$ cat src/mrsc_pkg.sv
// mrsc_pkg: constants shared by the mode-register programming controller.
// assumes a single 20 MHz clock domain and a 32-bit plain software port.
package mrsc_pkg;

  localparam int ADDR_W = 4;
  localparam int DATA_W = 32;
  localparam int MA_W   = 14;
  localparam int TW     = 16;

  // software register offsets
  localparam logic [ADDR_W-1:0] REG_CTRL = 4'h0;
  localparam logic [ADDR_W-1:0] REG_DATA = 4'h4;
  localparam logic [ADDR_W-1:0] REG_CFG  = 4'h8;
  localparam logic [ADDR_W-1:0] REG_STAT = 4'hc;

  // control register fields
  localparam int CTRL_GO      = 0;
  localparam int CTRL_SEL_LSB = 1;
  localparam int CTRL_SLOW    = 4;
  localparam int CTRL_ODT     = 5;
  localparam int CTRL_CKE     = 6;
  localparam logic [3:0] CTRL_RST = 4'h0;

  // configuration register fields
  localparam int CFG_CL_LSB  = 0;
  localparam int CL_W        = 6;
  localparam int CFG_WR_LSB  = 8;
  localparam int CFG_RTP_LSB = 12;

  // status register fields
  localparam int STAT_BUSY    = 0;
  localparam int STAT_MOD     = 1;
  localparam int STAT_DLL     = 2;
  localparam int STAT_ERR_LSB = 4;
  localparam int STAT_WR_LSB  = 16;

  // sticky refusal causes
  localparam int ERR_W    = 5;
  localparam int ERR_SEL  = 0;
  localparam int ERR_TEST = 1;
  localparam int ERR_AL   = 2;
  localparam int ERR_WR   = 3;
  localparam int ERR_BUSY = 4;

  // register selects, driven as {bg0, ba1, ba0}
  localparam logic [2:0] MR_ZERO = 3'h0;
  localparam logic [2:0] MR_ONE  = 3'h1;
  localparam logic [2:0] MR_RSVD = 3'h7;
  localparam int         NUM_MR  = 7;

  // mode_register_zero fields
  localparam int MR0_TEST_BIT = 7;
  localparam int MR0_DLL_BIT  = 8;
  localparam int MR0_WR_LSB   = 9;
  localparam int WR_W         = 3;
  localparam logic [MA_W-1:0] MR0_MASK = 14'h0fff;
  localparam logic [MA_W-1:0] MRX_MASK = 14'h3fff;

  // additive_latency field of register one
  localparam int         MR1_AL_LSB     = 3;
  localparam logic [1:0] AL_CL_MINUS_1  = 2'h1;
  localparam logic [CL_W-1:0] CL_NO_AL1 = 6'h18;

  localparam logic [TW-1:0] SINCE_MAX = 16'hffff;

  typedef enum logic [1:0] {
    ST_IDLE = 2'b00,
    ST_PRE  = 2'b01,
    ST_HOLD = 2'b10
  } mrsc_state_e;

  // address bits that exist in the selected register; the rest go out as zero
  function automatic logic [MA_W-1:0] mr_mask(input logic [2:0] sel);
    if (sel == MR_ZERO) begin
      return MR0_MASK;
    end
    return MRX_MASK;
  endfunction

endpackage

$ cat src/mrsc_wait_timer.sv
// mrsc_wait_timer: loadable down-counter, done while the count is zero.
// assumes load is a single-cycle request on the same clock.
`timescale 1ns/100ps
module mrsc_wait_timer #(
  parameter int W = 16
) (
  input  wire logic         clk,
  input  wire logic         rst,
  input  wire logic         ce,
  input  wire logic         load,
  input  wire logic [W-1:0] load_val,
  output logic              done
);
  logic [W-1:0] cnt_q;
  logic [W-1:0] cnt_d;

  always_comb begin
    cnt_d = cnt_q;
    if (load) begin
      cnt_d = load_val;
    end else if (cnt_q != '0) begin
      cnt_d = cnt_q - W'(1);
    end
  end

  always_ff @(posedge clk or posedge rst) begin
    if (rst) begin
      cnt_q <= '0;
    end else if (ce) begin
      cnt_q <= cnt_d;
    end
  end

  assign done = (cnt_q == '0);
endmodule

$ cat src/mrsc_ctrl.sv
// mrsc_ctrl: issues mode set commands to a DDR4 device from software orders.
// assumes idle_ok comes from the command scheduler on this clock.
// What this block does
// - software writes every register after reset
// - every address field driven on each write
// - mode set commands spaced by cycle time
// - input-changing writes wait for function update
// - other commands wait mode-set-to-other delay
// - mode set only while device idle, cke high
// - odt low around termination-affecting mode sets
// - unused address bits driven zero
// - no additive CL-1 when column latency >=24
// - test mode bit seven kept zero
// - write recovery setting at least minimum
// - read-to-precharge setting at least minimum
// - dll reset self-clears, then wait lock time
// - register zero selected with selects low
`timescale 1ns/100ps
module mrsc_ctrl #(
  parameter int MRD_CYC  = 8,
  parameter int MOD_CYC  = 24,
  parameter int UPD_CYC  = 64,
  parameter int DLLK_CYC = 1024
) (
  input  wire logic                          clk,
  input  wire logic                          rst,
  input  wire logic                          ce,
  input  wire logic [mrsc_pkg::ADDR_W-1:0]   addr,
  input  wire logic [mrsc_pkg::DATA_W-1:0]   wdata,
  input  wire logic                          wr,
  input  wire logic                          rd,
  output logic      [mrsc_pkg::DATA_W-1:0]   rdata,
  input  wire logic                          idle_ok,
  output logic                               mem_cke,
  output logic                               mem_cs_n,
  output logic                               mem_act_n,
  output logic                               mem_ras_n,
  output logic                               mem_cas_n,
  output logic                               mem_we_n,
  output logic      [1:0]                    mem_bg,
  output logic      [1:0]                    mem_ba,
  output logic      [mrsc_pkg::MA_W-1:0]     mem_a,
  output logic                               mem_odt,
  output logic                               other_cmd_ok,
  output logic                               dll_ready
);
  mrsc_pkg::mrsc_state_e state_q, state_d;
  logic [2:0]                  sel_q, sel_d;
  logic                        slow_q, slow_d;
  logic                        odt_req_q, odt_req_d;
  logic                        cke_q, cke_d;
  logic [mrsc_pkg::MA_W-1:0]   data_q, data_d;
  logic [mrsc_pkg::CL_W-1:0]   cl_q, cl_d;
  logic [mrsc_pkg::WR_W-1:0]   min_wr_q, min_wr_d;
  logic [mrsc_pkg::WR_W-1:0]   min_rtp_q, min_rtp_d;
  logic [mrsc_pkg::ERR_W-1:0]  err_q, err_d;
  logic [mrsc_pkg::NUM_MR-1:0] written_q, written_d;
  logic [mrsc_pkg::DATA_W-1:0] rdata_d;
  logic                        mrs_q, mrs_d;
  logic                        cmd_n_q, cmd_n_d;
  logic                        act_n_q, act_n_d;
  logic                        odt_q, odt_d;
  logic [1:0]                  bg_q, bg_d;
  logic [1:0]                  ba_q, ba_d;
  logic [mrsc_pkg::MA_W-1:0]   a_q, a_d;
  logic                        mod_ok_q, mod_ok_d;
  logic                        dll_ok_q, dll_ok_d;
  logic                        go, issue, dll_issue;
  logic [mrsc_pkg::ERR_W-1:0]  refuse;
  logic                        space_done, mod_done, dll_done;
  logic [mrsc_pkg::TW-1:0]     space_len, mod_len;

  assign go = wr && (addr == mrsc_pkg::REG_CTRL) && wdata[mrsc_pkg::CTRL_GO];

  // checks made when software asks for a write
  always_comb begin
    refuse = '0;
    if (state_q != mrsc_pkg::ST_IDLE) begin
      refuse[mrsc_pkg::ERR_BUSY] = 1'b1;
    end
    if (wdata[mrsc_pkg::CTRL_SEL_LSB +: 3] == mrsc_pkg::MR_RSVD) begin
      refuse[mrsc_pkg::ERR_SEL] = 1'b1;
    end
    if (wdata[mrsc_pkg::CTRL_SEL_LSB +: 3] == mrsc_pkg::MR_ZERO) begin
      if (data_q[mrsc_pkg::MR0_TEST_BIT]) begin
        refuse[mrsc_pkg::ERR_TEST] = 1'b1;
      end
      if (data_q[mrsc_pkg::MR0_WR_LSB +: mrsc_pkg::WR_W] < min_wr_q ||
          data_q[mrsc_pkg::MR0_WR_LSB +: mrsc_pkg::WR_W] < min_rtp_q) begin
        refuse[mrsc_pkg::ERR_WR] = 1'b1;
      end
    end
    if (wdata[mrsc_pkg::CTRL_SEL_LSB +: 3] == mrsc_pkg::MR_ONE && cl_q >= mrsc_pkg::CL_NO_AL1 &&
        data_q[mrsc_pkg::MR1_AL_LSB +: 2] == mrsc_pkg::AL_CL_MINUS_1) begin
      refuse[mrsc_pkg::ERR_AL] = 1'b1;
    end
  end

  // issue needs odt already registered low and an idle device with cke high
  assign issue     = (state_q == mrsc_pkg::ST_PRE) && !odt_q && idle_ok && cke_q;
  assign dll_issue = issue && (sel_q == mrsc_pkg::MR_ZERO) && data_q[mrsc_pkg::MR0_DLL_BIT];
  // writes that change input handling get the longer update wait
  assign space_len = slow_q ? mrsc_pkg::TW'(UPD_CYC - 1) : mrsc_pkg::TW'(MRD_CYC - 1);
  assign mod_len   = slow_q ? mrsc_pkg::TW'(UPD_CYC - 1) : mrsc_pkg::TW'(MOD_CYC - 1);

  mrsc_wait_timer #(.W(mrsc_pkg::TW)) u_space (
    .clk      (clk),
    .rst      (rst),
    .ce       (ce),
    .load     (issue),
    .load_val (space_len),
    .done     (space_done)
  );

  mrsc_wait_timer #(.W(mrsc_pkg::TW)) u_mod (
    .clk      (clk),
    .rst      (rst),
    .ce       (ce),
    .load     (issue),
    .load_val (mod_len),
    .done     (mod_done)
  );

  mrsc_wait_timer #(.W(mrsc_pkg::TW)) u_dll (
    .clk      (clk),
    .rst      (rst),
    .ce       (ce),
    .load     (dll_issue),
    .load_val (mrsc_pkg::TW'(DLLK_CYC - 1)),
    .done     (dll_done)
  );

  always_comb begin
    state_d   = state_q;
    sel_d     = sel_q;
    slow_d    = slow_q;
    odt_req_d = odt_req_q;
    cke_d     = cke_q;
    data_d    = data_q;
    cl_d      = cl_q;
    min_wr_d  = min_wr_q;
    min_rtp_d = min_rtp_q;
    err_d     = err_q;
    written_d = written_q;
    rdata_d   = '0;
    if (wr) begin
      if (addr == mrsc_pkg::REG_CTRL) begin
        odt_req_d = wdata[mrsc_pkg::CTRL_ODT];
        cke_d     = wdata[mrsc_pkg::CTRL_CKE];
        if (state_q == mrsc_pkg::ST_IDLE) begin
          sel_d  = wdata[mrsc_pkg::CTRL_SEL_LSB +: 3];
          slow_d = wdata[mrsc_pkg::CTRL_SLOW];
        end
      end else if (addr == mrsc_pkg::REG_DATA) begin
        data_d = wdata[mrsc_pkg::MA_W-1:0];
      end else if (addr == mrsc_pkg::REG_CFG) begin
        cl_d      = wdata[mrsc_pkg::CFG_CL_LSB +: mrsc_pkg::CL_W];
        min_wr_d  = wdata[mrsc_pkg::CFG_WR_LSB +: mrsc_pkg::WR_W];
        min_rtp_d = wdata[mrsc_pkg::CFG_RTP_LSB +: mrsc_pkg::WR_W];
      end else if (addr == mrsc_pkg::REG_STAT) begin
        err_d = err_q & ~wdata[mrsc_pkg::STAT_ERR_LSB +: mrsc_pkg::ERR_W];
      end
    end
    // a refusal in the clearing cycle still sticks
    if (go) begin
      err_d = err_d | refuse;
    end
    if (rd) begin
      if (addr == mrsc_pkg::REG_CTRL) begin
        rdata_d[mrsc_pkg::CTRL_SEL_LSB +: 3] = sel_q;
        rdata_d[mrsc_pkg::CTRL_SLOW]         = slow_q;
        rdata_d[mrsc_pkg::CTRL_ODT]          = odt_req_q;
        rdata_d[mrsc_pkg::CTRL_CKE]          = cke_q;
      end else if (addr == mrsc_pkg::REG_DATA) begin
        rdata_d[mrsc_pkg::MA_W-1:0] = data_q;
      end else if (addr == mrsc_pkg::REG_CFG) begin
        rdata_d[mrsc_pkg::CFG_CL_LSB +: mrsc_pkg::CL_W]  = cl_q;
        rdata_d[mrsc_pkg::CFG_WR_LSB +: mrsc_pkg::WR_W]  = min_wr_q;
        rdata_d[mrsc_pkg::CFG_RTP_LSB +: mrsc_pkg::WR_W] = min_rtp_q;
      end else if (addr == mrsc_pkg::REG_STAT) begin
        rdata_d[mrsc_pkg::STAT_BUSY]                       = (state_q != mrsc_pkg::ST_IDLE);
        rdata_d[mrsc_pkg::STAT_MOD]                        = mod_ok_q;
        rdata_d[mrsc_pkg::STAT_DLL]                        = dll_ok_q;
        rdata_d[mrsc_pkg::STAT_ERR_LSB +: mrsc_pkg::ERR_W] = err_q;
        rdata_d[mrsc_pkg::STAT_WR_LSB +: mrsc_pkg::NUM_MR] = written_q;
      end
    end
    case (state_q)
      mrsc_pkg::ST_IDLE: begin
        if (go && refuse == '0) begin
          state_d = mrsc_pkg::ST_PRE;
        end
      end
      mrsc_pkg::ST_PRE: begin
        if (issue) begin
          state_d                    = mrsc_pkg::ST_HOLD;
          written_d[sel_q[2:0]]      = 1'b1;
        end
      end
      mrsc_pkg::ST_HOLD: begin
        if (space_done) begin
          state_d = mrsc_pkg::ST_IDLE;
        end
      end
      default: begin
        state_d = mrsc_pkg::ST_IDLE;
      end
    endcase
  end

  // pin values: one-cycle mode set, deselect otherwise
  always_comb begin
    mrs_d    = issue;
    // active-low copy kept as its own flop so the pins leave straight from registers
    cmd_n_d  = ~issue;
    act_n_d  = 1'b1;
    bg_d     = bg_q;
    ba_d     = ba_q;
    a_d      = a_q;
    if (issue) begin
      bg_d = {1'b0, sel_q[2]};
      ba_d = sel_q[1:0];
      a_d  = data_q & mrsc_pkg::mr_mask(sel_q);
    end
    // odt stays low from request until the other-command delay has run out
    odt_d    = odt_req_q && (state_q == mrsc_pkg::ST_IDLE) && !(go && refuse == '0) && mod_done && !mrs_q;
    mod_ok_d = mod_done && !issue && !mrs_q;
    dll_ok_d = dll_done && !dll_issue;
  end

  always_ff @(posedge clk or posedge rst) begin
    if (rst) begin
      state_q   <= mrsc_pkg::ST_IDLE;
      sel_q     <= mrsc_pkg::MR_ZERO;
      slow_q    <= 1'b0;
      odt_req_q <= 1'b0;
      cke_q     <= 1'b0;
      data_q    <= '0;
      cl_q      <= '0;
      min_wr_q  <= '0;
      min_rtp_q <= '0;
      err_q     <= '0;
      written_q <= '0;
      rdata     <= '0;
    end else if (ce) begin
      state_q   <= state_d;
      sel_q     <= sel_d;
      slow_q    <= slow_d;
      odt_req_q <= odt_req_d;
      cke_q     <= cke_d;
      data_q    <= data_d;
      cl_q      <= cl_d;
      min_wr_q  <= min_wr_d;
      min_rtp_q <= min_rtp_d;
      err_q     <= err_d;
      written_q <= written_d;
      rdata     <= rdata_d;
    end
  end

  always_ff @(posedge clk or posedge rst) begin
    if (rst) begin
      mrs_q    <= 1'b0;
      cmd_n_q  <= 1'b1;
      act_n_q  <= 1'b1;
      odt_q    <= 1'b0;
      bg_q     <= '0;
      ba_q     <= '0;
      a_q      <= '0;
      mod_ok_q <= 1'b0;
      dll_ok_q <= 1'b0;
    end else if (ce) begin
      mrs_q    <= mrs_d;
      cmd_n_q  <= cmd_n_d;
      act_n_q  <= act_n_d;
      odt_q    <= odt_d;
      bg_q     <= bg_d;
      ba_q     <= ba_d;
      a_q      <= a_d;
      mod_ok_q <= mod_ok_d;
      dll_ok_q <= dll_ok_d;
    end
  end

  assign mem_cs_n     = cmd_n_q;
  assign mem_act_n    = act_n_q;
  assign mem_ras_n    = cmd_n_q;
  assign mem_cas_n    = cmd_n_q;
  assign mem_we_n     = cmd_n_q;
  assign mem_bg       = bg_q;
  assign mem_ba       = ba_q;
  assign mem_a        = a_q;
  assign mem_odt      = odt_q;
  assign mem_cke      = cke_q;
  assign other_cmd_ok = mod_ok_q;
  assign dll_ready    = dll_ok_q;

  // helper for the checks: edges since the last mode set
  logic [mrsc_pkg::TW-1:0] since_q, since_d;
  always_comb begin
    since_d = since_q;
    if (mrs_q) begin
      since_d = mrsc_pkg::TW'(1);
    end else if (since_q != mrsc_pkg::SINCE_MAX) begin
      since_d = since_q + mrsc_pkg::TW'(1);
    end
  end
  always_ff @(posedge clk or posedge rst) begin
    if (rst) begin
      since_q <= mrsc_pkg::SINCE_MAX;
    end else if (ce) begin
      since_q <= since_d;
    end
  end
endmodule

$ cat config.mk
export PLATFORM = sky130hd
export DESIGN_NAME = mrsc_ctrl
export DESIGN_NICKNAME = d
export VERILOG_FILES = /design/src/mrsc_pkg.sv /design/src/mrsc_wait_timer.sv /design/src/mrsc_ctrl.sv
export SDC_FILE = /design/constraint.sdc
export NUM_CORES = 1
export LEC_CHECK = 0
export BUFFER_PORTS_ARGS = -buffer_cell sky130_fd_sc_hd__buf_4
export CORE_MARGIN = 2
export CORE_UTILIZATION = 50
export CTS_CLUSTER_SIZE = 28
export DETAILED_ROUTE_END_ITERATION = 8
export PLACE_DENSITY = 0.78
export SLEW_MARGIN = 20
export SYNTH_ARGS = -nofsm -noshare
export SYNTH_HDL_FRONTEND = slang
export SYNTH_SLANG_ARGS = --single-unit
$ cat constraint.sdc
create_clock -name clk -period 4.5 [get_ports clk]
set_input_delay 0.675 -clock clk [delete_from_list [all_inputs] [get_ports clk]]
set_output_delay 0.675 -clock clk [all_outputs]
set_load 0.03 [all_outputs]
Word level (Yosys, flattened, before mapping)

Cells that the tools add are included.

Add/subtract/negate cells: 3
$mul: 0
Div/mod/pow operators: 0
Magnitude comparators: 5
Eq/ne operators: 11
Shift-type cells: 0
Multiplexer cells: 54
Bitwise logic cells: 8
Reduce and logical (&&, ||, !) cells: 49

Operator list:

| kind                    | count |
|---|---|
| $mux W16                | 6 |
| $logic_not A16 Y1       | 3 |
| $reduce_bool A16 Y1     | 3 |
| $sub A16 B1 Y16 const B | 3 |
| $mux W14                | 3 |
| $mux W5                 | 7 |
| $mux W7                 | 5 |
| $logic_and A1 B1 Y1     | 18 |
| $mux W6                 | 3 |
| $mux W1                 | 15 |
| $mux W15                | 1 |
| $and A14 B14 Y14        | 1 |
| $mux W2                 | 7 |
| $reduce_and A4 Y1       | 3 |
| $mux W11                | 1 |
| $mux W3                 | 3 |
| $eq A4 B4 Y1 const B    | 2 |
| $mux W8                 | 1 |
| $reduce_and A2 Y1       | 4 |
| $reduce_bool A2 Y1      | 4 |
| $or A7 B7 Y7            | 1 |
| $ge A6 B5 Y1 const B    | 1 |
| $logic_not A3 Y1        | 2 |
| $lt A3 B3 Y1            | 2 |
| other kinds (22)        | 31 |

Register bits after elaboration: 138
Bits in latches: 0
RAM bits: 0
ROM bits: 0
Output and inout bits: 59
Logic and storage cells: 153
Memories kept: 0

Longest topological paths before layout

Gate-level depths: netlist of run 1.

Word-level depth: 10
Depth in mapped cells: 8
Mapped depth without buffers: 7

Cells and area by module

A second synthesis of run 1 with hierarchy kept.

Cell total of the unflattened synthesis: 765
Area total of the unflattened synthesis: 7344.5 um^2

By module, submodules not included:

| module                      | times used | cells each | area each (um^2) | sequential area each (um^2) |
|---|---|---|---|---|
| mrsc_ctrl                   | 1          | 390        | 4030.1           | 2253.4 |
| mrsc_wait_timer (u_dll ...) | 2          | 121        | 1076.0           | 400.4 |
| mrsc_wait_timer (u_space)   | 1          | 133        | 1162.4           | 400.4 |

Worst setup path before layout of run 1

Ideal clock, no wire load.

Path kind: input-to-reg
Start: input port addr[2] in the netlist's numbering
End: register data_q[13] in the netlist's numbering
Library setup time: 0.125 ns
Data arrival time: 2.112 ns
Data required time: 4.375 ns
Slack: 2.263 ns
Stages: 7
Buffers on the path: 3
Path through: buf_2 nor2b_1 clkbuf_1 nand2_1 nor2_1 buf_4 mux2_2

Cells in the longest elaborated chain, start to end: 3
Elaborated cells between the ends (all ways): 4
Classes of those cells: eq/ne (1); bitwise (1); reduce/logical (2)

Ends and longest elaborated chain:

| element                              | line             | source |
|---|---|---|
| start: declaration                   | mrsc_ctrl.sv:28  | `input wire logic [mrsc_pkg::ADDR_W-1:0] addr,` |
| $logic_not A4 Y1                     | mrsc_ctrl.sv:147 | `if (addr == mrsc_pkg::REG_CTRL) begin` |
| $not A1 Y1 (no source line)          | n/a              |  |
| $reduce_and A4 Y1 (no source line) * | n/a              |  |
| end signal: assignment               | mrsc_ctrl.sv:251 | `data_q <= data_d;` |
| end: declaration                     | mrsc_ctrl.sv:52  | `logic [mrsc_pkg::MA_W-1:0] data_q, data_d;` |

Every way passes the cells marked *; elsewhere a longest branch is shown, timed or not.
A chain may end at the register's enable or synchronous reset.

Final worst setup path of run 1

Start: input port addr[2] in the netlist's numbering
End: register data_q[7] in the netlist's numbering

Same word-level chain as after synthesis.

==> results.md, run 1 <==
Route:
- In the routed design, unresolved DRC markers number 0.
- Dividing the detail-routed via count by the number of cells gives 5.98.
- The residual antenna-violating net count after detailed routing is 0.
- The average routed wire per standard cell is 17.8 um.
- The routed design has 16300 um of wire.
- Across all layers, the routed design uses 5456 vias.
- For this run, the detailed router's first-pass iteration total came to 5.
- The number of violations reported at the end of detailed-routing iteration 0 is 389.

Synthesis:
- Sequential elements use 51.1% of the synthesized area.
- The proportion of netlist area held by the largest area contributor is 50.7%.
- The mapped cell area is 6760 um^2.
- The mean instance size in the synthesized netlist is 10.2 um^2.
- The async set-or-reset flop fraction in the synthesized netlist is 100%.
- The number of synthesis warnings is 0.
- The post-synthesis cell count is 660.
- Among all flip-flop cells after synthesis, the most frequent one is sky130_fd_sc_hd__dfrtp_1.
- Yosys mapped a number of flops with a built-in enable equal to 0.
- Synthesis instantiated 69 different standard cells from the library.
- The flop and latch count out of synthesis is 138.
- The dominant cell type by area after synthesis is sky130_fd_sc_hd__dfrtp_1.
- In the post-synthesis netlist, the biggest area contributors are sky130_fd_sc_hd__dfrtp_1 51%, sky130_fd_sc_hd__mux2_2 5.3%, sky130_fd_sc_hd__nand2_1 4.8%, sky130_fd_sc_hd__nor2_1 2.9%, sky130_fd_sc_hd__buf_4 1.8%.

STA:
- The worst path uses 61.0% of the clock period.
- The post-layout worst setup margin is 1.75 ns.
- The max-slew violation count was 0.
- Setup violations remaining at the end of the flow were counted as 0.
- In this run the tightest slew margin relative to its limit is 29.4%.
- The worst clock skew is 0.0128 ns.
- The maximum clock frequency is 364 MHz.
- The total count of hold-check failures in the final report is 0.
- The sum of negative setup slack is 0 ns.
- At the pin with the least slew margin, the transition time is 1.06 ns.
- The final critical path time including I/O delays and setup is 2.75 ns.
- Setup repair after global routing left no endpoint under its margin.

Floorplanning:
- The initial core utilization is 51.1%.
- The number of core rows is 42.
- The placeable core region is 13200 um^2.
- The die is 120 um tall.
- The die outline area is 14500 um^2.
- The count of pins on the block boundary is 101.
- The horizontal extent of the die is 120 um.

CTS:
- The cell chosen for the clock root is sky130_fd_sc_hd__clkbuf_16.
- The number of hold-repair buffers added at the cts stage is 0.
- TritonCTS built the clock tree.
- The H-tree was split into 4 levels.
- The number of sinks on the clock net is 138.
- Post-CTS repair changed the size of 0 cells.
- The clock latency reported for the late side of the worst-skew pair is 0.43 ns.
- The number of buffers created by CTS is 17.
- The buffer count from post-CTS setup fixing is 0.
- The maximum root-to-sink buffer count is 2.
- After clock tree synthesis, the clock-pin slew on the worst setup and hold paths is 0.06 ns.

Job:
- The tool flagged a number of max-cap violations equal to 0.

Cells and area:
- In the final layout, the share of cells above drive strength 1 is 21.6%.
- Relative to the synthesized area, the layout overhead comes to 17.4%.
- The net count reported at finish is 773.
- Counting the fill cells in the layout gives 1094.
- Registers take 3450 um^2.
- The final core area utilization is 60.0%.
- Once layout is complete, the cells apart from fillers number 912.
- The antenna diode instance count is 0.
- Summing all multi-input logic gate instances after layout gives 2990 um^2.

Pwr:
- The cell area power density is 574 nW/um^2.
- The maximum vdd ir drop is 347 uV.
- Summed over all cells, the static leakage comes to 3.71 nW.
- The post-layout total power is 4.56 mW.

Global routing:
- The first global-routing pass estimated 27600 um of wire.
- The maximum number of pins on one net before global-route repair is 111.
- After global routing the overflow that remains totals 0.
- The via count of the first global-routing pass was 5490.
- Global routing used 24.0% of the available tracks across all layers.
- The number of antenna violations at the first check in global routing is 0.

Place:
- The setup slack after placement is 1.39 ns.
- The number of placed instances, taps included, is 881.
- The placed wire-length estimate after detailed placement is 10900 um.
- The routability-driven placement congestion ratio is 0.823.
- The count of buffers inserted at the top-level ports is 71.

Setup path:
- At the worst endpoint, the arrival time is 3.07 ns.
- STA puts the critical path data required time at 4.82 ns.
- STA classifies the critical path endpoint as a flip-flop.
- The launching element type of the critical path is a primary input.
- The critical setup path kind is in2reg.
- The largest fanout on the critical path is 17.

Outcome:
- The run finished with clean final reports.

Min path:
- The type of the most critical hold path is in2async.
## through the flow
stage | hold slack [ns] | instance area [um^2]
final | 0.458 | 7940
after global routing | 0.481 | 7940
after CTS | 0.468 | 7940
after detailed placement | 0.456 | 7360
after global placement | 0.448 | 7360
after floorplan | 0.429 | 6800
## critical path, cell delays in order
cell and delay, ns:
sky130_fd_sc_hd__buf_4 0.22, sky130_fd_sc_hd__nor2b_1 0.55, sky130_fd_sc_hd__nand2_1 0.33, sky130_fd_sc_hd__nor2_1 0.63, sky130_fd_sc_hd__buf_4 0.30, sky130_fd_sc_hd__mux2_2 0.35
## synthesized netlist by cell type (13+ instances only)
library cell	instances
sky130_fd_sc_hd__a21oi_1	22
sky130_fd_sc_hd__buf_4	16
sky130_fd_sc_hd__clkbuf_1	18
sky130_fd_sc_hd__dfrtp_1	137
sky130_fd_sc_hd__inv_1	26
sky130_fd_sc_hd__mux2_2	32
sky130_fd_sc_hd__nand2_1	87
sky130_fd_sc_hd__nand3_1	21
sky130_fd_sc_hd__nand4_1	16
sky130_fd_sc_hd__nor2_1	52
sky130_fd_sc_hd__nor3_1	14
sky130_fd_sc_hd__o21ai_0	18
sky130_fd_sc_hd__xnor2_1	13
## area by class of cell
class                      count  area share, %
clock buffer                  21           5.80
multi-input combinational    462           37.6
sequential                   138           43.5
clock inverter                10           1.51
tap                          176           2.77
inverter                      26           1.29
timing repair buffer          79           7.47
## placed cells by master, fill, tap and decap left out, types with 11 or more instances in the layout
cell / count
sky130_fd_sc_hd__a21oi_1: 22
sky130_fd_sc_hd__a22o_1: 12
sky130_fd_sc_hd__buf_4: 79
sky130_fd_sc_hd__clkbuf_16: 17
sky130_fd_sc_hd__conb_1: 12
sky130_fd_sc_hd__dfrtp_1: 137
sky130_fd_sc_hd__inv_1: 25
sky130_fd_sc_hd__mux2_2: 32
sky130_fd_sc_hd__nand2_1: 87
sky130_fd_sc_hd__nand3_1: 21
sky130_fd_sc_hd__nand4_1: 16
sky130_fd_sc_hd__nor2_1: 52
sky130_fd_sc_hd__nor3_1: 13
sky130_fd_sc_hd__o21ai_0: 18
sky130_fd_sc_hd__o2bb2ai_1: 11
sky130_fd_sc_hd__xnor2_1: 13
sky130_fd_sc_hd__xor2_1: 12
## sequential cells by signal, summed over array words and instances (netlist names), 5 cells and up
| signal | count |
|---|---|
| rdata | 22 |
| u_dll.cnt_q | 16 |
| u_mod.cnt_q | 16 |
| u_space.cnt_q | 16 |
| data_q | 14 |
| mem_a | 14 |
| written_q | 7 |
| cl_q | 6 |
| err_q | 5 |
## final timing paths
| kind | startpoint | endpoint | slack, ns | depth (start not counted) |
|---|---|---|---|---|
| max | addr[2] | data_q[7]$_DFFE_PP0P_ | 1.75 | 6 |
| min | rst | cl_q[4]$_DFFE_PP0P_ | 0.46 | 2 |
| max reg2reg | u_mod.cnt_q[0]$_DFFE_PP0P_ | u_mod.cnt_q[3]$_DFFE_PP0P_ | 2.03 | 7 |
| min reg2reg | written_q[6]$_DFFE_PP0P_ | written_q[6]$_DFFE_PP0P_ | 0.47 | 1 |
| max in group asynchronous | rst | mem_cas_n$_DFFE_PP1P_ | 3.08 | 3 |
| min in group clk | written_q[6]$_DFFE_PP0P_ | written_q[6]$_DFFE_PP0P_ | 0.47 | 1 |
## layer usage
| layer | global-route usage (%) | vias to the layer above | wire [um] |
|---|---|---|---|
| met3 | 5.14 | 53 | 949 |
| li1 | - | 2477 | - |
| met4 | 11.5 | 0 | 508 |
| met5 | 0 | - | 0 |
| met1 | 31.1 | 2695 | 6830 |
| met2 | 38.8 | 231 | 7980 |
## cell families after synthesis
family,Yosys count,synth area share [%]
AOI/OAI and AO/OA,132,14.0
xor gates and xnor gates,25,3.24
adders and majority gates,7,1.30
buffers and inverters,70,5.33
DFF,138,51.1
muxes,39,6.40
other,2,0.111
and+or+nand+nor,247,18.6
## report_power, final
part	switching [mW]	internal, mW	leakage, nW
Combinational	0.747	0.528	1.64
Clock	0.540	0.841	0.267
Sequential	0.353	1.55	1.81
Total	1.64	2.92	3.71
Note: power is estimated with default switching activity, not from simulation.
==> run 2: changes to the inputs <==
- ABC_AREA: default -> 1
- PLACE_DENSITY: 0.78 -> 0.75
- clock period: 4.5 -> 2.7 ns (I/O delays scaled with it)
==> results.md, run 2 <==
Floorplanning:
- The overall die height is 125 um (was 120 um).
- The count of pins on the block boundary came to 101 (unchanged).
- The die outline area is 15600 um^2 (was 14500 um^2).
- The initial core utilization came to 50.8% (was 51.1%).
- The placeable core region was 14400 um^2 (was 13200 um^2).
- The horizontal extent of the die is 125 um (was 120 um).
- The number of core rows is 44 (was 42).

Cells and area:
- The fraction of final layout cells sized beyond drive strength 1 is 16.1% (was 21.6%).
- Most used cells in the layout excluding fill and tap cells: 305 x sky130_fd_sc_hd__nand2_1, 137 x sky130_fd_sc_hd__dfrtp_1, 96 x sky130_fd_sc_hd__nor2_1 (was 137 x sky130_fd_sc_hd__dfrtp_1, 87 x sky130_fd_sc_hd__nand2_1, 79 x sky130_fd_sc_hd__buf_4).
- The antenna diode instance count came to 0 (unchanged).
- The final core area utilization is 59.2% (was 60.0%).
- The non-filler instance count after layout is 1223 (was 912).
- The number of flip-flops under the largest register name came to 22 (unchanged).
- The area overhead of the layout relative to synthesis is 16.7% (was 17.4%).
- The net count reported at finish is 1077 (was 773).
- The final standard cell area without fillers is 8540 um^2 (was 7940 um^2).
- The largest register by flop count is rdata (unchanged).
- The commonest non-fill, non-tap cell in the layout is sky130_fd_sc_hd__nand2_1 (was sky130_fd_sc_hd__dfrtp_1).

Setup path:
- The largest fanout on the critical path is 21 (was 17).
- The minimum setup slack among reg-to-reg paths is 0.74 ns (was 2.03 ns).
- The required time reported for the critical path endpoint is 2.97 ns (was 4.82 ns).
- The critical setup path kind was reg2reg (was in2reg).
- The beginning of the critical path is u_space.cnt_q[0]$_DFFE_PP0P_ (was addr[2]).
- The launching element type of the critical path is a flip-flop (was primary input).
- The worst reg2reg path startpoint is u_space.cnt_q[0]$_DFFE_PP0P_ (was u_mod.cnt_q[0]$_DFFE_PP0P_).
- The type of destination of the critical path was a flip-flop (unchanged).
- The worst endpoint data arrival time is 2.23 ns (was 3.07 ns).

Route:
- The total number of vias is 6296 (was 5456).
- The via density per instance was 5.15 (was 5.98).
- The number of detailed-routing iterations run before antenna repair is 5 (unchanged).
- The post-detailed-routing wire length is 16700 um (was 16300 um).
- The number of DRC violations after detailed routing came to 0 (unchanged).
- The residual antenna-violating net count after detailed routing is 0 (unchanged).
- The number of violations reported at the end of detailed-routing iteration 0 is 350 (was 389).
- The average routed wire per standard cell is 13.6 um (was 17.8 um).

Synthesis:
- The unique cell type count in the Yosys netlist is 38 (was 69).
- The mean instance size in the synthesized netlist is 7.65 um^2 (was 10.2 um^2).
- Cell types with the highest counts after synthesis: 305 x sky130_fd_sc_hd__nand2_1, 137 x sky130_fd_sc_hd__dfrtp_1, 96 x sky130_fd_sc_hd__nor2_1 (was 137 x sky130_fd_sc_hd__dfrtp_1, 87 x sky130_fd_sc_hd__nand2_1, 52 x sky130_fd_sc_hd__nor2_1).
- The number of enable flip-flop cells after synthesis came to 0 (unchanged).
- The post-synthesis cell count was 957 (was 660).
- The most frequently used cell type in the post-synthesis netlist is sky130_fd_sc_hd__nand2_1 (was sky130_fd_sc_hd__dfrtp_1).
- The async set-or-reset flop fraction in the synthesized netlist is 100% (unchanged).
- The number of synthesis warnings was 0 (unchanged).
- The dominant cell type by area after synthesis is sky130_fd_sc_hd__dfrtp_1 (unchanged).
- Area contributors post-synth: sky130_fd_sc_hd__dfrtp_1 47%, sky130_fd_sc_hd__nand2_1 16%, sky130_fd_sc_hd__nand3_1 5.1%, sky130_fd_sc_hd__nor2_1 4.9%, sky130_fd_sc_hd__inv_1 4.6% (was sky130_fd_sc_hd__dfrtp_1 51%, sky130_fd_sc_hd__mux2_2 5.3%, sky130_fd_sc_hd__nand2_1 4.8%, sky130_fd_sc_hd__nor2_1 2.9%, sky130_fd_sc_hd__buf_4 1.8%).
- The flop and latch count out of synthesis was 138 (unchanged).
- The mapped cell area is 7320 um^2 (was 6760 um^2).
- The part of the Yosys area used for sequential elements is 47.2% (was 51.1%).
- The most instantiated flip-flop cell in the synthesis netlist is sky130_fd_sc_hd__dfrtp_1 (unchanged).
- The proportion of netlist area held by the largest area contributor is 46.8% (was 50.7%).

Place:
- The count of buffers inserted at the top-level ports is 71 (unchanged).
- The total placed instance area is 7950 um^2 (was 7360 um^2).
- The post-placement cell count was 1192 (was 881).
- The routability-driven placement congestion ratio is 0.898 (was 0.823).
- The setup slack after placement is 0.730 ns (was 1.39 ns).
- The placed wire-length estimate after detailed placement is 11900 um (was 10900 um).

Pwr:
- The cell area power density is 907 nW/um^2 (was 574 nW/um^2).
- The post-layout total power is 7.75 mW (was 4.56 mW).
- The maximum vdd ir drop is 585 uV (was 347 uV).
- The static leakage came to 4.45 nW (was 3.71 nW).

Global routing:
- The maximum number of pins on one net before global-route repair is 58 (was 111).
- The first-pass GRT wire length is 28500 um (was 27600 um).
- The via count of the first global-routing pass came to 5762 (was 5490).
- The number of antenna violations at the first check in global routing came to 0 (unchanged).
- The overall track demand over capacity in global routing was 22.2% (was 24.0%).
- The remaining global-route overflow is 0 (unchanged).

STA:
- The max-slew violation count came to 0 (unchanged).
- The actual transition at the worst max-transition pin is 0.641 ns (was 1.06 ns).
- The total count of hold-check failures in the final report came to 0 (unchanged).
- The sum of negative setup slack came to 0 ns (unchanged).
- The maximum clock frequency is 511 MHz.
- The clock period could shrink to 1.96 ns.
- The worst clock skew came to 0.00792 ns (was 0.0128 ns).
- The post-layout worst setup margin is 0.743 ns (was 1.75 ns).
- The relative slew slack is 57.1% (was 29.4%).
- The worst path uses 72.5% of the clock period.
- The final hold slack is 0.223 ns (was 0.458 ns).
- Setup repair after global routing missed its margin: no (unchanged).
- The total setup violations reported at the end of the flow was 0 (unchanged).

CTS:
- The TritonCTS clock tree is built (unchanged).
- The number of sinks on the clock net was 138 (unchanged).
- The cell chosen for the clock root is sky130_fd_sc_hd__clkbuf_16 (unchanged).
- The clock transition at the register clock pins on the worst setup and hold paths after CTS is 0.06 ns (about the same).
- The clock latency reported for the late side of the worst-skew pair was 0.42 ns (was 0.43 ns).
- The total number of H-tree levels is 4 (unchanged).
- The maximum root-to-sink buffer count came to 2 (unchanged).
- The number of buffers created by CTS was 17 (unchanged).

Min path:
- The type of the most critical hold path is in2reg (was in2async).
- The origin of the worst min-delay path is wdata[14].

Job:
- The max-capacitance violation count came to 0 (unchanged).

Outcome:
- Outcome: finished clean (unchanged).
[run 2: what timing repair did]
item                      4_1_cts  5_1_grt
hold buffers                    1        0
hold endpoints to repair       10        0
gates resized for setup         0        0
setup buffers                   0        0
[run 2: path summary, 6_finish.rpt]
| check | end | depth (start not counted) |
|---|---|---|
| max in group asynchronous | mem_cas_n$_DFFE_PP1P_ | 4 |
| setup / recovery | u_space.cnt_q[7]$_DFFE_PP0P_ | 7 |
| hold reg to reg | written_q[6]$_DFFE_PP0P_ | 1 |
| min in group asynchronous | mem_a[6]$_DFFE_PP0P_ | 3 |
| hold / removal | min_rtp_q[2]$_DFFE_PP0P_ | 3 |
| setup reg to reg | u_space.cnt_q[7]$_DFFE_PP0P_ | 7 |
[run 2: power breakdown]
part           total [mW]  switching [mW]  internal [mW]
Clock                2.31           0.882           1.42
Combinational        2.45            1.55          0.892
Sequential           3.00           0.498           2.50
[run 2: critical path: stages (launching register included)]
cell and delay, ns:
sky130_fd_sc_hd__dfrtp_1 0.41, sky130_fd_sc_hd__inv_1 0.11, sky130_fd_sc_hd__ha_1 0.25, sky130_fd_sc_hd__nand2_2 0.12, sky130_fd_sc_hd__nor2_4 0.14, sky130_fd_sc_hd__nand2_2 0.10, sky130_fd_sc_hd__o21ai_4 0.52, sky130_fd_sc_hd__o21ai_0 0.16
[run 2: area by class of cell]
class                           count  area (um^2)
Sequential cell                   138         3450
Timing Repair Buffer               80          628
Inverter                           98          373
Multi-Input combinational cell    693         3270
Clock inverter                     10          119
Tap cell                          184          230
Clock buffer                       20          467
Fill cell                        1323         5880
[run 2: layer usage]
| metal | wire length (um) | global-route usage [%] |
|---|---|---|
| met3 | 816 | 4.62 |
| met5 | 0 | 0 |
| met4 | 282 | 7.39 |
| met1 | 7730 | 31.4 |
| met2 | 7860 | 34.5 |
[run 2: logic make-up (layout without fill, tap and decap cells)]
family                     Yosys count  in the layout  share of synthesized area, %
DFF                                138            138                          47.2
xor gates and xnor gates            10             10                          1.20
buffers and inverters              136            208                          8.63
AOI/OAI and AO/OA                  142            142                          11.4
adders and majority gates            7              7                          1.20
other                                2             12                         0.103
and+or+nand+nor                    522            522                          30.3
==> run 3: changes to the inputs <==
- ABC_AREA: 1 -> 0
- PLACE_DENSITY: 0.75 -> 0.78
- clock period: 2.7 -> 1.74 ns (I/O delays scaled with it)
==> results.md, run 3 (synthesis gave the netlist of run 1 again) <==
CTS:
- The clock transition at the register clock pins on the worst setup and hold paths after CTS is 0.06 ns (about the same).
- The number of sinks on the clock net is 138 (unchanged).
- The maximum root-to-sink buffer count is 2 (unchanged).
- The TritonCTS clock tree is built (unchanged).
- The cell chosen for the clock root was sky130_fd_sc_hd__clkbuf_16 (unchanged).
- The clock latency reported for the late side of the worst-skew pair is 0.43 ns (was 0.42 ns).
- The number of buffers created by CTS came to 17 (unchanged).
- The total number of H-tree levels is 4 (unchanged).

Global routing:
- The number of antenna violations at the first check in global routing is 0 (unchanged).
- The maximum number of pins on one net before global-route repair is 105 (was 58).
- The remaining global-route overflow was 0 (unchanged).
- The via count of the first global-routing pass came to 6036 (was 5762).
- The overall track demand over capacity in global routing is 26.5% (was 22.2%).
- The first-pass GRT wire length is 30100 um (was 28500 um).

Route:
- The number of DRC violations after detailed routing is 0 (unchanged).
- The average routed wire per standard cell is 18.4 um (was 13.6 um).
- The residual antenna-violating net count after detailed routing is 0 (unchanged).
- The number of violations reported at the end of detailed-routing iteration 0 is 403 (was 350).
- The post-detailed-routing wire length was 18700 um (was 16700 um).
- The number of detailed-routing iterations run before antenna repair is 5 (unchanged).
- The total number of vias came to 5884 (was 6296).
- The via density per instance is 5.80 (was 5.15).

Floorplanning:
- The count of pins on the block boundary is 101 (unchanged).
- The number of core rows is 42 (was 44).
- The initial core utilization is 51.1% (was 50.8%).
- The overall die height is 120 um (was 125 um).
- The horizontal extent of the die is 120 um (was 125 um).
- The placeable core region was 13200 um^2 (was 14400 um^2).
- The die outline area is 14500 um^2 (was 15600 um^2).

Min path:
- The type of the most critical hold path is in2reg (unchanged).

Cells and area:
- The non-filler instance count after layout is 1015 (was 1223).
- The net count reported at finish was 875 (was 1077).
- The largest register by flop count is rdata (unchanged).
- The number of flip-flops under the largest register name was 22 (unchanged).
- The antenna diode instance count is 0 (unchanged).
- The sequential cell area in the final layout is 3460 um^2 (was 3450 um^2).
- The final core area utilization is 69.2% (was 59.2%).
- The combined area of the multi-input logic cells was 3280 um^2 (was 3270 um^2).
- The fraction of final layout cells sized beyond drive strength 1 is 37.4% (was 16.1%).
- The commonest non-fill, non-tap cell in the layout is sky130_fd_sc_hd__buf_4 (was sky130_fd_sc_hd__nand2_1).
- The area overhead of the layout relative to synthesis came to 35.5% (was 16.7%).
- Most used cells in the layout excluding fill and tap cells: 171 x sky130_fd_sc_hd__buf_4, 134 x sky130_fd_sc_hd__dfrtp_1, 84 x sky130_fd_sc_hd__nand2_1 (was 305 x sky130_fd_sc_hd__nand2_1, 137 x sky130_fd_sc_hd__dfrtp_1, 96 x sky130_fd_sc_hd__nor2_1).
- The count of filler cells inserted in the layout was 970 (was 1323).

STA:
- The total count of hold-check failures in the final report is 0 (unchanged).
- The total setup violations reported at the end of the flow came to 27 (was 0).
- The final cycle utilization of the critical path is 116% (was 72.5%).
- The final critical path time including I/O delays and setup is 2.02 ns (was 1.96 ns).
- The post-layout worst setup margin came to -0.280 ns (was 0.743 ns).
- The worst clock skew came to 0.0105 ns (was 0.00792 ns).
- The actual transition at the worst max-transition pin is 0.686 ns (was 0.641 ns).
- The max-slew violation count came to 0 (unchanged).
- Setup repair after global routing missed its margin: yes (was no).
- The relative slew slack is 53.8% (was 57.1%).
- The maximum clock frequency is 495 MHz (was 511 MHz).

Outcome:
- The checks that failed: setup timing.
- Outcome: finished with violations (was finished clean).

Setup path:
- The type of destination of the critical path is a flip-flop (unchanged).
- The critical setup path kind was reg2reg (unchanged).
- The worst endpoint data arrival time is 2.34 ns (was 2.23 ns).
- The critical-path cell with the highest stage delay is sky130_fd_sc_hd__or4_4 (was sky130_fd_sc_hd__o21ai_4).
- The cell type with the highest occurrence count on the critical path is sky130_fd_sc_hd__or4_4 (was sky130_fd_sc_hd__nand2_2).
- The largest stage delay on the critical path is 0.55 ns (was 0.52 ns).
- The required time reported for the critical path endpoint was 2.06 ns (was 2.97 ns).
- The launching element type of the critical path is a flip-flop (unchanged).
- The largest fanout on the critical path was 4 (was 21).
- Ordered list of cells on the worst path: or4_4 > or4_4 > o211ai_1 > a21oi_1 > o22a_1 (was inv_1 > ha_1 > nand2_2 > nor2_4 > nand2_2 > o21ai_4 > o21ai_0).

Pwr:
- The cell internal power dissipation is 9.23 mW (was 4.81 mW).
- The power dissipated by switching net loads is 4.93 mW (was 2.93 mW).
- The share of total power in sequential cells is 34.5% (was 38.7%).
- The post-layout total power is 14.2 mW (was 7.75 mW).
- The static leakage is 4.33 nW (was 4.45 nW).
- The switching share of total power is 34.8% (was 37.9%).
- The part of the total power dissipated in combinational logic is 35.8% (was 31.6%).
- The cell area power density is 1540 nW/um^2 (was 907 nW/um^2).
- The share of total power in the clock network is 29.8% (about the same).
- The maximum vdd ir drop came to 864 uV (was 585 uV).

Place:
- The placed wire-length estimate after detailed placement is 12300 um (was 11900 um).
- The setup slack after placement is -0.210 ns (was 0.730 ns).
- The count of buffers inserted at the top-level ports is 71 (unchanged).
- The post-placement cell count was 970 (was 1192).
- The routability-driven placement congestion ratio is 0.877 (was 0.898).

Job:
- The max-capacitance violation count is 0 (unchanged).
-- run 3: metrics by stage --
step	setup TNS (ns)	cell area, um^2	hold slack, ns
5_1_grt	-5.91	9170	0.0650
6_report	-3.33	9170	0.0711
3_3_place_gp	-1.37	8090	0.435
3_5_place_dp	-3.24	8090	0.447
2_1_floorplan	-34.44	6840	0.396
4_1_cts	-2.64	8940	0.0627
-- run 3: power by group through the flow --
stage	logic, mW	clock network [mW]	registers [mW]
3_5_place_dp	4.33	0	4.80
2_1_floorplan	2.28	0	5.02
3_3_place_gp	4.15	0	4.75
6_report	5.06	4.21	4.88
5_1_grt	5.46	4.40	4.98
4_1_cts	4.61	4.24	4.79
-- run 3: final cells by class --
cell class	count	area share (%)
flip-flops and latches	138	37.7
clock inverters	13	2.55
inverters	26	1.11
repair buffers	181	15.5
well taps	176	2.40
multi-input cells	462	35.8
clock buffers	19	4.94
-- run 3: layer usage --
layer,wire length (um),up-vias,GRT usage [%]
met3,1030,52,5.19
met1,7560,2914,32.9
li1,-,2673,-
met2,9470,245,45.1
met4,628,0,11.6
met5,0,-,0
-- run 3: worst max-delay path: cells and delay by family, from the launching register on --
family           cells  cell delay, ns
AO/OA/AOI/OAI        3            0.52
flip-flops           1            0.38
AND/OR/NAND/NOR      2            1.02
-- run 3: final timing paths --
| kind | slack, ns | start | cells past startpoint | end |
|---|---|---|---|---|
| worst max-delay path | -0.28 | u_space.cnt_q[13]$_DFFE_PP0P_ | 5 | u_space.cnt_q[3]$_DFFE_PP0P_ |
| worst min-delay path | 0.07 | wdata[11] | 2 | data_q[11]$_DFFE_PP0P_ |
| worst max register to register | -0.28 | u_space.cnt_q[13]$_DFFE_PP0P_ | 5 | u_space.cnt_q[3]$_DFFE_PP0P_ |
| worst min register to register | 0.46 | written_q[1]$_DFFE_PP0P_ | 1 | written_q[1]$_DFFE_PP0P_ |
| max in group asynchronous | 0.71 | rst | 4 | u_dll.cnt_q[11]$_DFFE_PP0P_ |
| min in group asynchronous | 0.55 | rst | 4 | err_q[1]$_DFFE_PP0P_ |
-- run 3: what timing repair did --
action                                  in CTS  in global routing
pin swaps                                   13                 32
endpoints found under the setup margin      41                 45
setup buffers                                7                  6
endpoints found under the hold margin       23                  0
gates resized for setup                     22                 46
hold buffers                                 1                  0
